**src/common/mgfs_defs.svh**
```systemverilog
// Offsets, field positions, reset values and reserved-bit values of the register slice
`ifndef MGFS_DEFS_SVH
`define MGFS_DEFS_SVH

`define OFS_SCRATCH 8'h19
`define OFS_PINCFG 8'h1a
`define OFS_FREQ 8'h1b
`define OFS_STATUS 8'h1c

`define RST_SCRATCH 8'h01
`define RST_PINCFG 8'h00
`define RST_FREQ 8'h00

`define PINCFG_GLB_LEVEL 7
`define PINCFG_GLB_DIR 5
`define PINCFG_GLB_EN 4
`define PINCFG_P9_LEVEL 3
`define PINCFG_P9_DIR 1
`define PINCFG_P9_EN 0

`define STS_DUAL 4
`define STS_AUDIO 3
`define STS_LOCK 0
`define STS_FIXED 8'h20

`define FREQ_MAX 8'hff
`define UNMAPPED_READ 8'h00

`endif

```
**src/common/mgfs_pkg.sv**
```systemverilog
// Types shared by the register slice and its users
package mgfs_pkg;

  typedef enum logic [1:0] {
    PIN_FUNC,
    PIN_HIZ,
    PIN_DRIVE,
    PIN_INPUT
  } pin_mode_e;

  typedef struct packed {
    logic wrEn;
    logic rdEn;
    logic [7:0] addr;
    logic [7:0] wrData;
  } reg_req_s;

  typedef struct packed {
    logic lockA;
    logic lockB;
    logic dualMode;
    logic audioLock;
  } status_in_s;

  typedef struct packed {
    logic level;
    logic oe;
  } pin_drive_s;

  typedef struct packed {
    logic [7:0] scratch;
    logic [7:0] pinCfg;
    logic [7:0] freqCount;
    logic [7:0] oscLeft;
    logic windowBusy;
    logic [1:0] pixSync;
    logic pixPrev;
    logic [1:0] oscSync;
    logic oscPrev;
    status_in_s stsMeta;
    status_in_s stsSync;
    logic [1:0] pinInSync;
    logic [1:0] remEnSync;
    logic [1:0] remLvlSync;
    logic [7:0] rdData;
    logic rdValid;
    pin_drive_s pin9;
    pin_drive_s allPins;
    logic pin9InLevel;
    reg_req_s reqEcho;
  } regs_state_s;

endpackage : mgfs_pkg

```
**src/core/mailbox_gpio_freq_status_regs.sv**
```systemverilog
// Scratch, pin override, pixel clock rate counter and status registers
`timescale 1ns/1ns
`include "mgfs_defs.svh"
// Overview of operation
// - Scratch register at 0x19, read/write, resets to 1, no hardware effect.
// - Pin with own pair 00 and global pair 01 (forced output) drives global level bit 7.
// - Global pair 00 functional, 10 high-Z, 01 forced output, 11 forced input.
// - Pin's own direction and enable settings, other than pair 00, take priority over global settings.
// - Pin 9 drives bit 3 when enabled, output direction, remote control off.
// - Pin 9 pair 00 follows the global pair, 10 high-Z, 01 output, 11 input.
// - Write to 0x1b starts pixel edge count over written number of oscillator periods.
// - Read of 0x1b returns edges counted in latest window, not written value.
// - Edge count saturates at 0xff and holds there.
// - Status bit 4 reads 1 in dual-link mode, 0 in single-link mode.
// - Status bit 3 reads 1 when audio PLL is locked.
// - Status bit 0 reads receiver lock; dual-link needs both channels locked.
module mailbox_gpio_freq_status_regs
  import mgfs_pkg::*;
(
  input wire logic clk, // System clock, 100 MHz
  input wire logic nrst, // Asynchronous reset, active low
  input mgfs_pkg::reg_req_s regReq, // Register access from the serial bus controller
  output mgfs_pkg::reg_req_s unusedReqEcho, // Request seen in the previous cycle
  output logic [7:0] rdData, // Read data
  output logic rdValid, // Read data valid, one cycle
  input wire logic pixClk, // Pixel clock, sampled
  input wire logic oscClk, // Oscillator clock, sampled
  input mgfs_pkg::status_in_s statusIn, // Lock and mode levels from the receiver
  input wire logic funcLevel, // Functional level for pin 9
  input wire logic remoteEn, // Remote control of pin 9 enabled
  input wire logic remoteLevel, // Level received from the far end
  input wire logic pin9In, // Pin 9 pad input
  output logic pin9Out, // Pin 9 pad output
  output logic pin9Oe, // Pin 9 pad output enable
  output logic pin9InLevel, // Synchronised pin 9 level in input mode
  output logic globalOut, // Global override level for other pins
  output logic globalOe, // Global override enable for other pins
  output logic [7:0] freqCount // Current edge count
);
  import mgfs_pkg::*;

  regs_state_s stateReg;
  regs_state_s stateNext;

  // ==========================================================================
  // Helpers
  function automatic pin_mode_e decodePair(input logic dir, input logic en);
    case ({dir, en})
      2'b00: decodePair = PIN_FUNC;
      2'b10: decodePair = PIN_HIZ;
      2'b01: decodePair = PIN_DRIVE;
      default: decodePair = PIN_INPUT;
    endcase
  endfunction : decodePair

  function automatic logic [7:0] statusByte(input status_in_s s);
    logic [7:0] b;
    b = `STS_FIXED;
    b[`STS_DUAL] = s.dualMode;
    b[`STS_AUDIO] = s.audioLock;
    b[`STS_LOCK] = s.dualMode ? (s.lockA & s.lockB) : s.lockA;
    statusByte = b;
  endfunction : statusByte

  // ==========================================================================
  // Next state
  logic wrFreq;
  logic pixRise;
  logic oscRise;
  pin_mode_e glbMode;
  pin_mode_e ownMode;

  always_comb
  begin
    stateNext = stateReg;
    wrFreq = regReq.wrEn && (regReq.addr == `OFS_FREQ);
    pixRise = stateReg.pixSync[1] && !stateReg.pixPrev;
    oscRise = stateReg.oscSync[1] && !stateReg.oscPrev;
    glbMode = decodePair(stateReg.pinCfg[`PINCFG_GLB_DIR], stateReg.pinCfg[`PINCFG_GLB_EN]);
    ownMode = decodePair(stateReg.pinCfg[`PINCFG_P9_DIR], stateReg.pinCfg[`PINCFG_P9_EN]);

    // Synchronisers; the first stage feeds only the second
    stateNext.pixSync = {stateReg.pixSync[0], pixClk};
    stateNext.pixPrev = stateReg.pixSync[1];
    stateNext.oscSync = {stateReg.oscSync[0], oscClk};
    stateNext.oscPrev = stateReg.oscSync[1];
    stateNext.stsMeta = statusIn;
    stateNext.stsSync = stateReg.stsMeta;
    stateNext.pinInSync = {stateReg.pinInSync[0], pin9In};
    stateNext.remEnSync = {stateReg.remEnSync[0], remoteEn};
    stateNext.remLvlSync = {stateReg.remLvlSync[0], remoteLevel};

    // Register writes; status is read-only and ignores writes
    if (regReq.wrEn)
    begin
      case (regReq.addr)
        `OFS_SCRATCH: stateNext.scratch = regReq.wrData;
        `OFS_PINCFG: stateNext.pinCfg = regReq.wrData;
        default: ;
      endcase
    end

    // Rate counter window
    if (wrFreq)
    begin
      stateNext.freqCount = 8'h00;
      stateNext.oscLeft = regReq.wrData;
      stateNext.windowBusy = (regReq.wrData != 8'h00);
    end
    else if (stateReg.windowBusy)
    begin
      if (pixRise && (stateReg.freqCount != `FREQ_MAX))
        stateNext.freqCount = stateReg.freqCount + 8'h01;
      if (oscRise)
      begin
        stateNext.oscLeft = stateReg.oscLeft - 8'h01;
        stateNext.windowBusy = (stateReg.oscLeft != 8'h01);
      end
    end

    // Register reads
    stateNext.rdValid = regReq.rdEn;
    stateNext.rdData = stateReg.rdData;
    if (regReq.rdEn)
    begin
      case (regReq.addr)
        `OFS_SCRATCH: stateNext.rdData = stateReg.scratch;
        `OFS_PINCFG: stateNext.rdData = stateReg.pinCfg;
        `OFS_FREQ: stateNext.rdData = stateReg.freqCount;
        `OFS_STATUS: stateNext.rdData = statusByte(stateReg.stsSync);
        default: stateNext.rdData = `UNMAPPED_READ;
      endcase
    end

    // Global override, offered to every pin
    case (glbMode)
      PIN_DRIVE: stateNext.allPins = '{level: stateReg.pinCfg[`PINCFG_GLB_LEVEL], oe: 1'b1};
      PIN_FUNC: stateNext.allPins = '{level: funcLevel, oe: 1'b1};
      default: stateNext.allPins = '{level: 1'b0, oe: 1'b0};
    endcase

    // Pin 9: own setting wins unless it is functional
    case (ownMode)
      PIN_DRIVE:
      begin
        if (stateReg.remEnSync[1])
          stateNext.pin9 = '{level: stateReg.remLvlSync[1], oe: 1'b1};
        else
          stateNext.pin9 = '{level: stateReg.pinCfg[`PINCFG_P9_LEVEL], oe: 1'b1};
      end
      PIN_HIZ: stateNext.pin9 = '{level: 1'b0, oe: 1'b0};
      PIN_INPUT: stateNext.pin9 = '{level: 1'b0, oe: 1'b0};
      default:
      begin
        case (glbMode)
          PIN_DRIVE: stateNext.pin9 = '{level: stateReg.pinCfg[`PINCFG_GLB_LEVEL], oe: 1'b1};
          PIN_FUNC: stateNext.pin9 = '{level: funcLevel, oe: 1'b1};
          default: stateNext.pin9 = '{level: 1'b0, oe: 1'b0};
        endcase
      end
    endcase
    stateNext.pin9InLevel = stateReg.pinInSync[1];
    stateNext.reqEcho = regReq;
  end

  // ==========================================================================
  // State register
  always_ff @(posedge clk or negedge nrst)
  begin
    if (!nrst)
    begin
      stateReg <= '0;
      stateReg.scratch <= `RST_SCRATCH;
      stateReg.pinCfg <= `RST_PINCFG;
      stateReg.freqCount <= `RST_FREQ;
    end
    else
    begin
      stateReg <= stateNext;
    end
  end

  assign unusedReqEcho = stateReg.reqEcho;
  assign rdData = stateReg.rdData;
  assign rdValid = stateReg.rdValid;
  assign pin9Out = stateReg.pin9.level;
  assign pin9Oe = stateReg.pin9.oe;
  assign pin9InLevel = stateReg.pin9InLevel;
  assign globalOut = stateReg.allPins.level;
  assign globalOe = stateReg.allPins.oe;
  assign freqCount = stateReg.freqCount;

  // ==========================================================================
  // Checks
  a_scratch_write: assert property (@(posedge clk) disable iff (!nrst)
    (regReq.wrEn && regReq.addr == `OFS_SCRATCH) |=> (stateReg.scratch == $past(regReq.wrData)))
    else $error("scratch write lost");

  a_global_drive: assert property (@(posedge clk) disable iff (!nrst)
    (stateReg.pinCfg[1:0] == 2'b00 && stateReg.pinCfg[5:4] == 2'b01)
    |=> (pin9Oe && pin9Out == $past(stateReg.pinCfg[7])))
    else $error("global level not driven");

  a_global_hiz: assert property (@(posedge clk) disable iff (!nrst)
    (stateReg.pinCfg[1:0] == 2'b00 && stateReg.pinCfg[5]) |=> (!pin9Oe && !globalOe))
    else $error("global high impedance broken");

  a_pin_priority: assert property (@(posedge clk) disable iff (!nrst)
    (stateReg.pinCfg[1:0] == 2'b10) |=> !pin9Oe)
    else $error("own setting lost priority");

  a_local_drive: assert property (@(posedge clk) disable iff (!nrst)
    (stateReg.pinCfg[1:0] == 2'b01 && !stateReg.remEnSync[1])
    |=> (pin9Oe && pin9Out == $past(stateReg.pinCfg[3])))
    else $error("local level not driven");

  a_pin_input: assert property (@(posedge clk) disable iff (!nrst)
    (stateReg.pinCfg[1:0] == 2'b11) |=> !pin9Oe)
    else $error("input mode drives pin");

  a_count_start: assert property (@(posedge clk) disable iff (!nrst)
    wrFreq |=> (freqCount == 8'h00 && stateReg.oscLeft == $past(regReq.wrData)))
    else $error("count not restarted");

  a_count_read: assert property (@(posedge clk) disable iff (!nrst)
    (regReq.rdEn && regReq.addr == `OFS_FREQ) |=> (rdValid && rdData == $past(freqCount)))
    else $error("count read wrong");

  a_count_sat: assert property (@(posedge clk) disable iff (!nrst)
    (freqCount == `FREQ_MAX && !wrFreq) |=> (freqCount == `FREQ_MAX))
    else $error("count wrapped");

  a_status_read: assert property (@(posedge clk) disable iff (!nrst)
    (regReq.rdEn && regReq.addr == `OFS_STATUS)
    |=> (rdData[5] && rdData[4] == $past(stateReg.stsSync.dualMode)
      && rdData[3] == $past(stateReg.stsSync.audioLock)
      && rdData[0] == $past(stateReg.stsSync.lockA && (stateReg.stsSync.lockB || !stateReg.stsSync.dualMode))))
    else $error("status read wrong");

endmodule : mailbox_gpio_freq_status_regs

```
**config.mk**
```make
export PLATFORM = sky130hd
export DESIGN_NAME = mailbox_gpio_freq_status_regs
export DESIGN_NICKNAME = d
export VERILOG_FILES = /design/src/common/mgfs_pkg.sv /design/src/core/mailbox_gpio_freq_status_regs.sv
export VERILOG_INCLUDE_DIRS = /design/src /design/src/common
export SDC_FILE = /design/constraint.sdc
export NUM_CORES = 1
export LEC_CHECK = 0
export ABC_AREA = 1
export BUFFER_PORTS_ARGS = -buffer_cell sky130_fd_sc_hd__buf_2
export CAP_MARGIN = 10
export CORE_MARGIN = 5
export CORE_UTILIZATION = 25
export CTS_BUF_LIST = sky130_fd_sc_hd__clkbuf_8
export DETAILED_ROUTE_END_ITERATION = 16
export GPL_TIMING_DRIVEN = 0
export PLACE_DENSITY = 0.46
export SKIP_CTS_REPAIR_TIMING = 1
export SLEW_MARGIN = 20
export SYNTH_ARGS = -nofsm -noshare
export SYNTH_HDL_FRONTEND = slang
export SYNTH_SLANG_ARGS = --single-unit
```
**constraint.sdc**
```tcl
create_clock -name clk -period 3.6 [get_ports clk]
set_input_delay 0 -clock clk [delete_from_list [all_inputs] [get_ports clk]]
set_output_delay 0 -clock clk [all_outputs]
set_load 0.05 [all_outputs]
```
==> flow_metrics.py <==
metrics = {
    "status": {
        "status": "completed",
    },
    "synthesis": {
        "seq_area_frac_synth": 0.547,
        "netlist_area_um2": 3850,
        "syn_area_per_cell_um2": 9.18,
        "yosys_warnings": 0,
        "syn-num-nets": 452,
        "synth_flop_cell": "dfrtp_1",
        "yosys-top-cells-area": "dfrtp_1, nand2_1, buf_4, nand3_1, inv_1",
        "yosysTopAreaCell": "dfrtp_1",
        "synth_common_cells": "nand2_1, dfrtp_1, nand3_1",
        "synth_seq_cells": 84,
        "async_flop_share": 1.00,
        "synth_edf_count": 0,
        "synth_cell_type_count": 30,
        "synthCells": 419,
        "post-synth-top-count-cell": "nand2_1",
        "synth.top_cell.area_share": 0.540,
    },
    "worst_setup_path": {
        "r2r_start": "freqCount[0]",
        "critPathCaptureType": "flip-flop",
        "path_cells": "ha_1, nand2_1, nor2_2, nand2_1, nand2_1, nand2_2, inv_2, nand2_1, o21ai_0",
        "crit_type": "reg -> reg",
        "slowest_delay_ns": 0.48,
        "crit_top_cell": "nand2_1",
        "crit_path_top_delay_cell": "dfrtp_1",
        "required_ns": 3.88,
        "reg2regPathDepth": 9,
        "crit_fanout": 7,
        "cp_num_buf_inv": 1,
        "reg2reg_setup_slack_ns": 2.11,
        "crit_family": "simple AND/OR/NAND/NOR gates",
        "r2r-end": "freqCount[0]",
        "cp-start-kind": "flip-flop",
        "worstPathArrival_ns": 1.77,
    },
    "routing": {
        "dr_total_vias": 2965,
        "wl_per_cell_um": 12.5,
        "ant_nets": 0,
        "drt_iter0_drc": 94,
        "routed_via_density": 4.12,
        "drtPass1Iterations": 4,
        "drc_errors": 0,
        "routed_wl_um": 8980,
    },
    "clock_network": {
        "path_clk_slew_ns": 0.08,
        "clock_latency_ns": 0.36,
        "cts_tree": "built",
        "clockBufferDepth": 2,
        "htreeDepth": 3,
        "cts_buffers": 9,
        "cts_root_buf": "clkbuf_8",
        "clock-sinks": 84,
    },
    "flow_run": {
        "cap_violations": 0,
    },
    "timing": {
        "whs_ns": 0.222,
        "period_share": 0.414,
        "skew_ns": 0.00828,
        "fmax_ghz": 0.671,
        "rsz0062_at_grt": "no",
        "period_needed_ns": 1.49,
        "setup_violations": 0,
        "final_hold_viol_count": 0,
        "drv_slew": 0,
        "worst_slew_pin_slew_ns": 0.673,
        "layout_setup_ws_ns": 2.11,
        "tns_ns": 0,
        "max_slew_margin": 0.551,
    },
    "finish": {
        "seqCellArea_um2": 2100,
        "fin_nets": 562,
        "antenna_cells": 0,
        "drive_gt1_frac": 0.286,
        "synthToLayoutAreaGrowth_pct": 28.7,
        "nFillCells": 1574,
        "multiInputGateArea_um2": 1270,
    },
    "power": {
        "p_per_area_nw_per_um2": 450,
        "ir_drop_mv": 0.203,
        "p_leak_nw": 2.62,
    },
    "placement": {
        "dp_hpwl_um": 6530,
        "pre_cts_ws_ns": 2.10,
        "port_buffers": 69,
        "gp_congestion": 0.723,
    },
    "grt": {
        "use_met1": 0.133,
        "overflow": 0,
        "grt_pass1_vias": 2877,
        "grt_max_degree": 52,
        "grt_busiest_layer": "met2",
        "grt.met3_usage": 0.0364,
        "grt_pass1_wl_um": 14900,
        "track_usage": 0.105,
        "met2_usage": 0.168,
        "antenna_found_initial": 0,
    },
    "floorplanning": {
        "num_io_pins": 70,
        "rows": 45,
        "core_um2": 15100,
        "initial_core_util": 0.254,
        "die_w_um": 134,
        "die_area_um2": 18000,
        "die_y_um": 134,
    },
    "min_path": {
        "hold_path_class": "in -> async",
    },
}
==> worst max-delay path by stage <==
| stage | endpoint | cells past startpoint | from | slack, ns |
|---|---|---|---|---|
| after CTS | freqCount[0] | 9 | freqCount[0] | 2.08 |
| final | freqCount[0] | 9 | freqCount[0] | 2.11 |
| after floorplan | freqCount[6] | 10 | freqCount[0] | 2.29 |
| after global routing | freqCount[2] | 9 | freqCount[0] | 1.91 |
| after global placement | freqCount[0] | 1 | nrst | 1.78 |
| after detailed placement | freqCount[0] | 9 | freqCount[0] | 2.10 |
==> registers in the layout, indices dropped and copies added, names as in the netlist <==
register	count
stateNext	12
freqCount	8
rdData	8
stateReg	33
globalOe	1
pin9InLevel	1
globalOut	1
pin9Oe	1
unusedReqEcho	18
pin9Out	1
==> cell type report <==
class,count,share of cell area
Clock buffer,13,0.0362
Tap cell,188,0.0475
Buffer,43,0.0690
Timing Repair Buffer,99,0.133
Sequential cell,84,0.425
Multi-Input combinational cell,257,0.257
Clock inverter,1,0.00607
Inverter,35,0.0265
==> metrics by stage <==
step	cell area [µm²]	power [mW]	utilization	std cells
finish	4950	2.23	0.327	720
global route	4950	2.36	0.327	720
CTS	4660	2.25	0.308	691
detailed placement	4450	1.52	0.294	677
global placement	4430	1.51	0.292	676
floorplan	3850	1.39	-	419
==> where the power goes <==
group / switching (mW) / leakage (nW) / internal (mW)
sequential: 0.0603 / 1.04 / 1.02
clock: 0.319 / 0.108 / 0.389
combinational: 0.274 / 1.47 / 0.160
==> cell usage in the layout, fill, tap and decap left out, types with 2 or more instances in the layout <==
| master | count |
|---|---|
| nand3_1 | 51 |
| buf_2 | 70 |
| nand4_1 | 4 |
| or2_2 | 2 |
| dfrtp_1 | 83 |
| a21oi_1 | 3 |
| xor2_1 | 5 |
| o21ai_2 | 2 |
| inv_2 | 3 |
| buf_6 | 4 |
| o21ai_0 | 20 |
| nor2_8 | 2 |
| nand2_1 | 118 |
| nor2_4 | 4 |
| ha_1 | 3 |
| o21ai_1 | 4 |
| nor2_1 | 23 |
| nand2_2 | 7 |
| dlygate4sd3_1 | 29 |
| buf_4 | 36 |
| inv_1 | 32 |
| nand2_4 | 3 |
| clkbuf_8 | 13 |
| buf_12 | 2 |
==> routing by layer <==
layer | part of all wire | vias up | wire [µm]
li1 | - | 1519 | -
met1 | 0.47 | 1378 | 4200
met2 | 0.47 | 59 | 4210
met3 | 0.048 | 9 | 428
met4 | 0.015 | 0 | 136
met5 | 0 | - | 0
==> cell families after synthesis <==
logic type	Yosys count	share of synthesized area
flip-flops	84	0.547
buffers and inverters	78	0.123
adder cells (fa/ha/maj)	3	0.00976
XOR/XNOR	6	0.0137
AND/OR/NAND/NOR	217	0.263
AO/OA/AOI/OAI	31	0.0433
No activity file was read; power rests on OpenSTA's default activity.
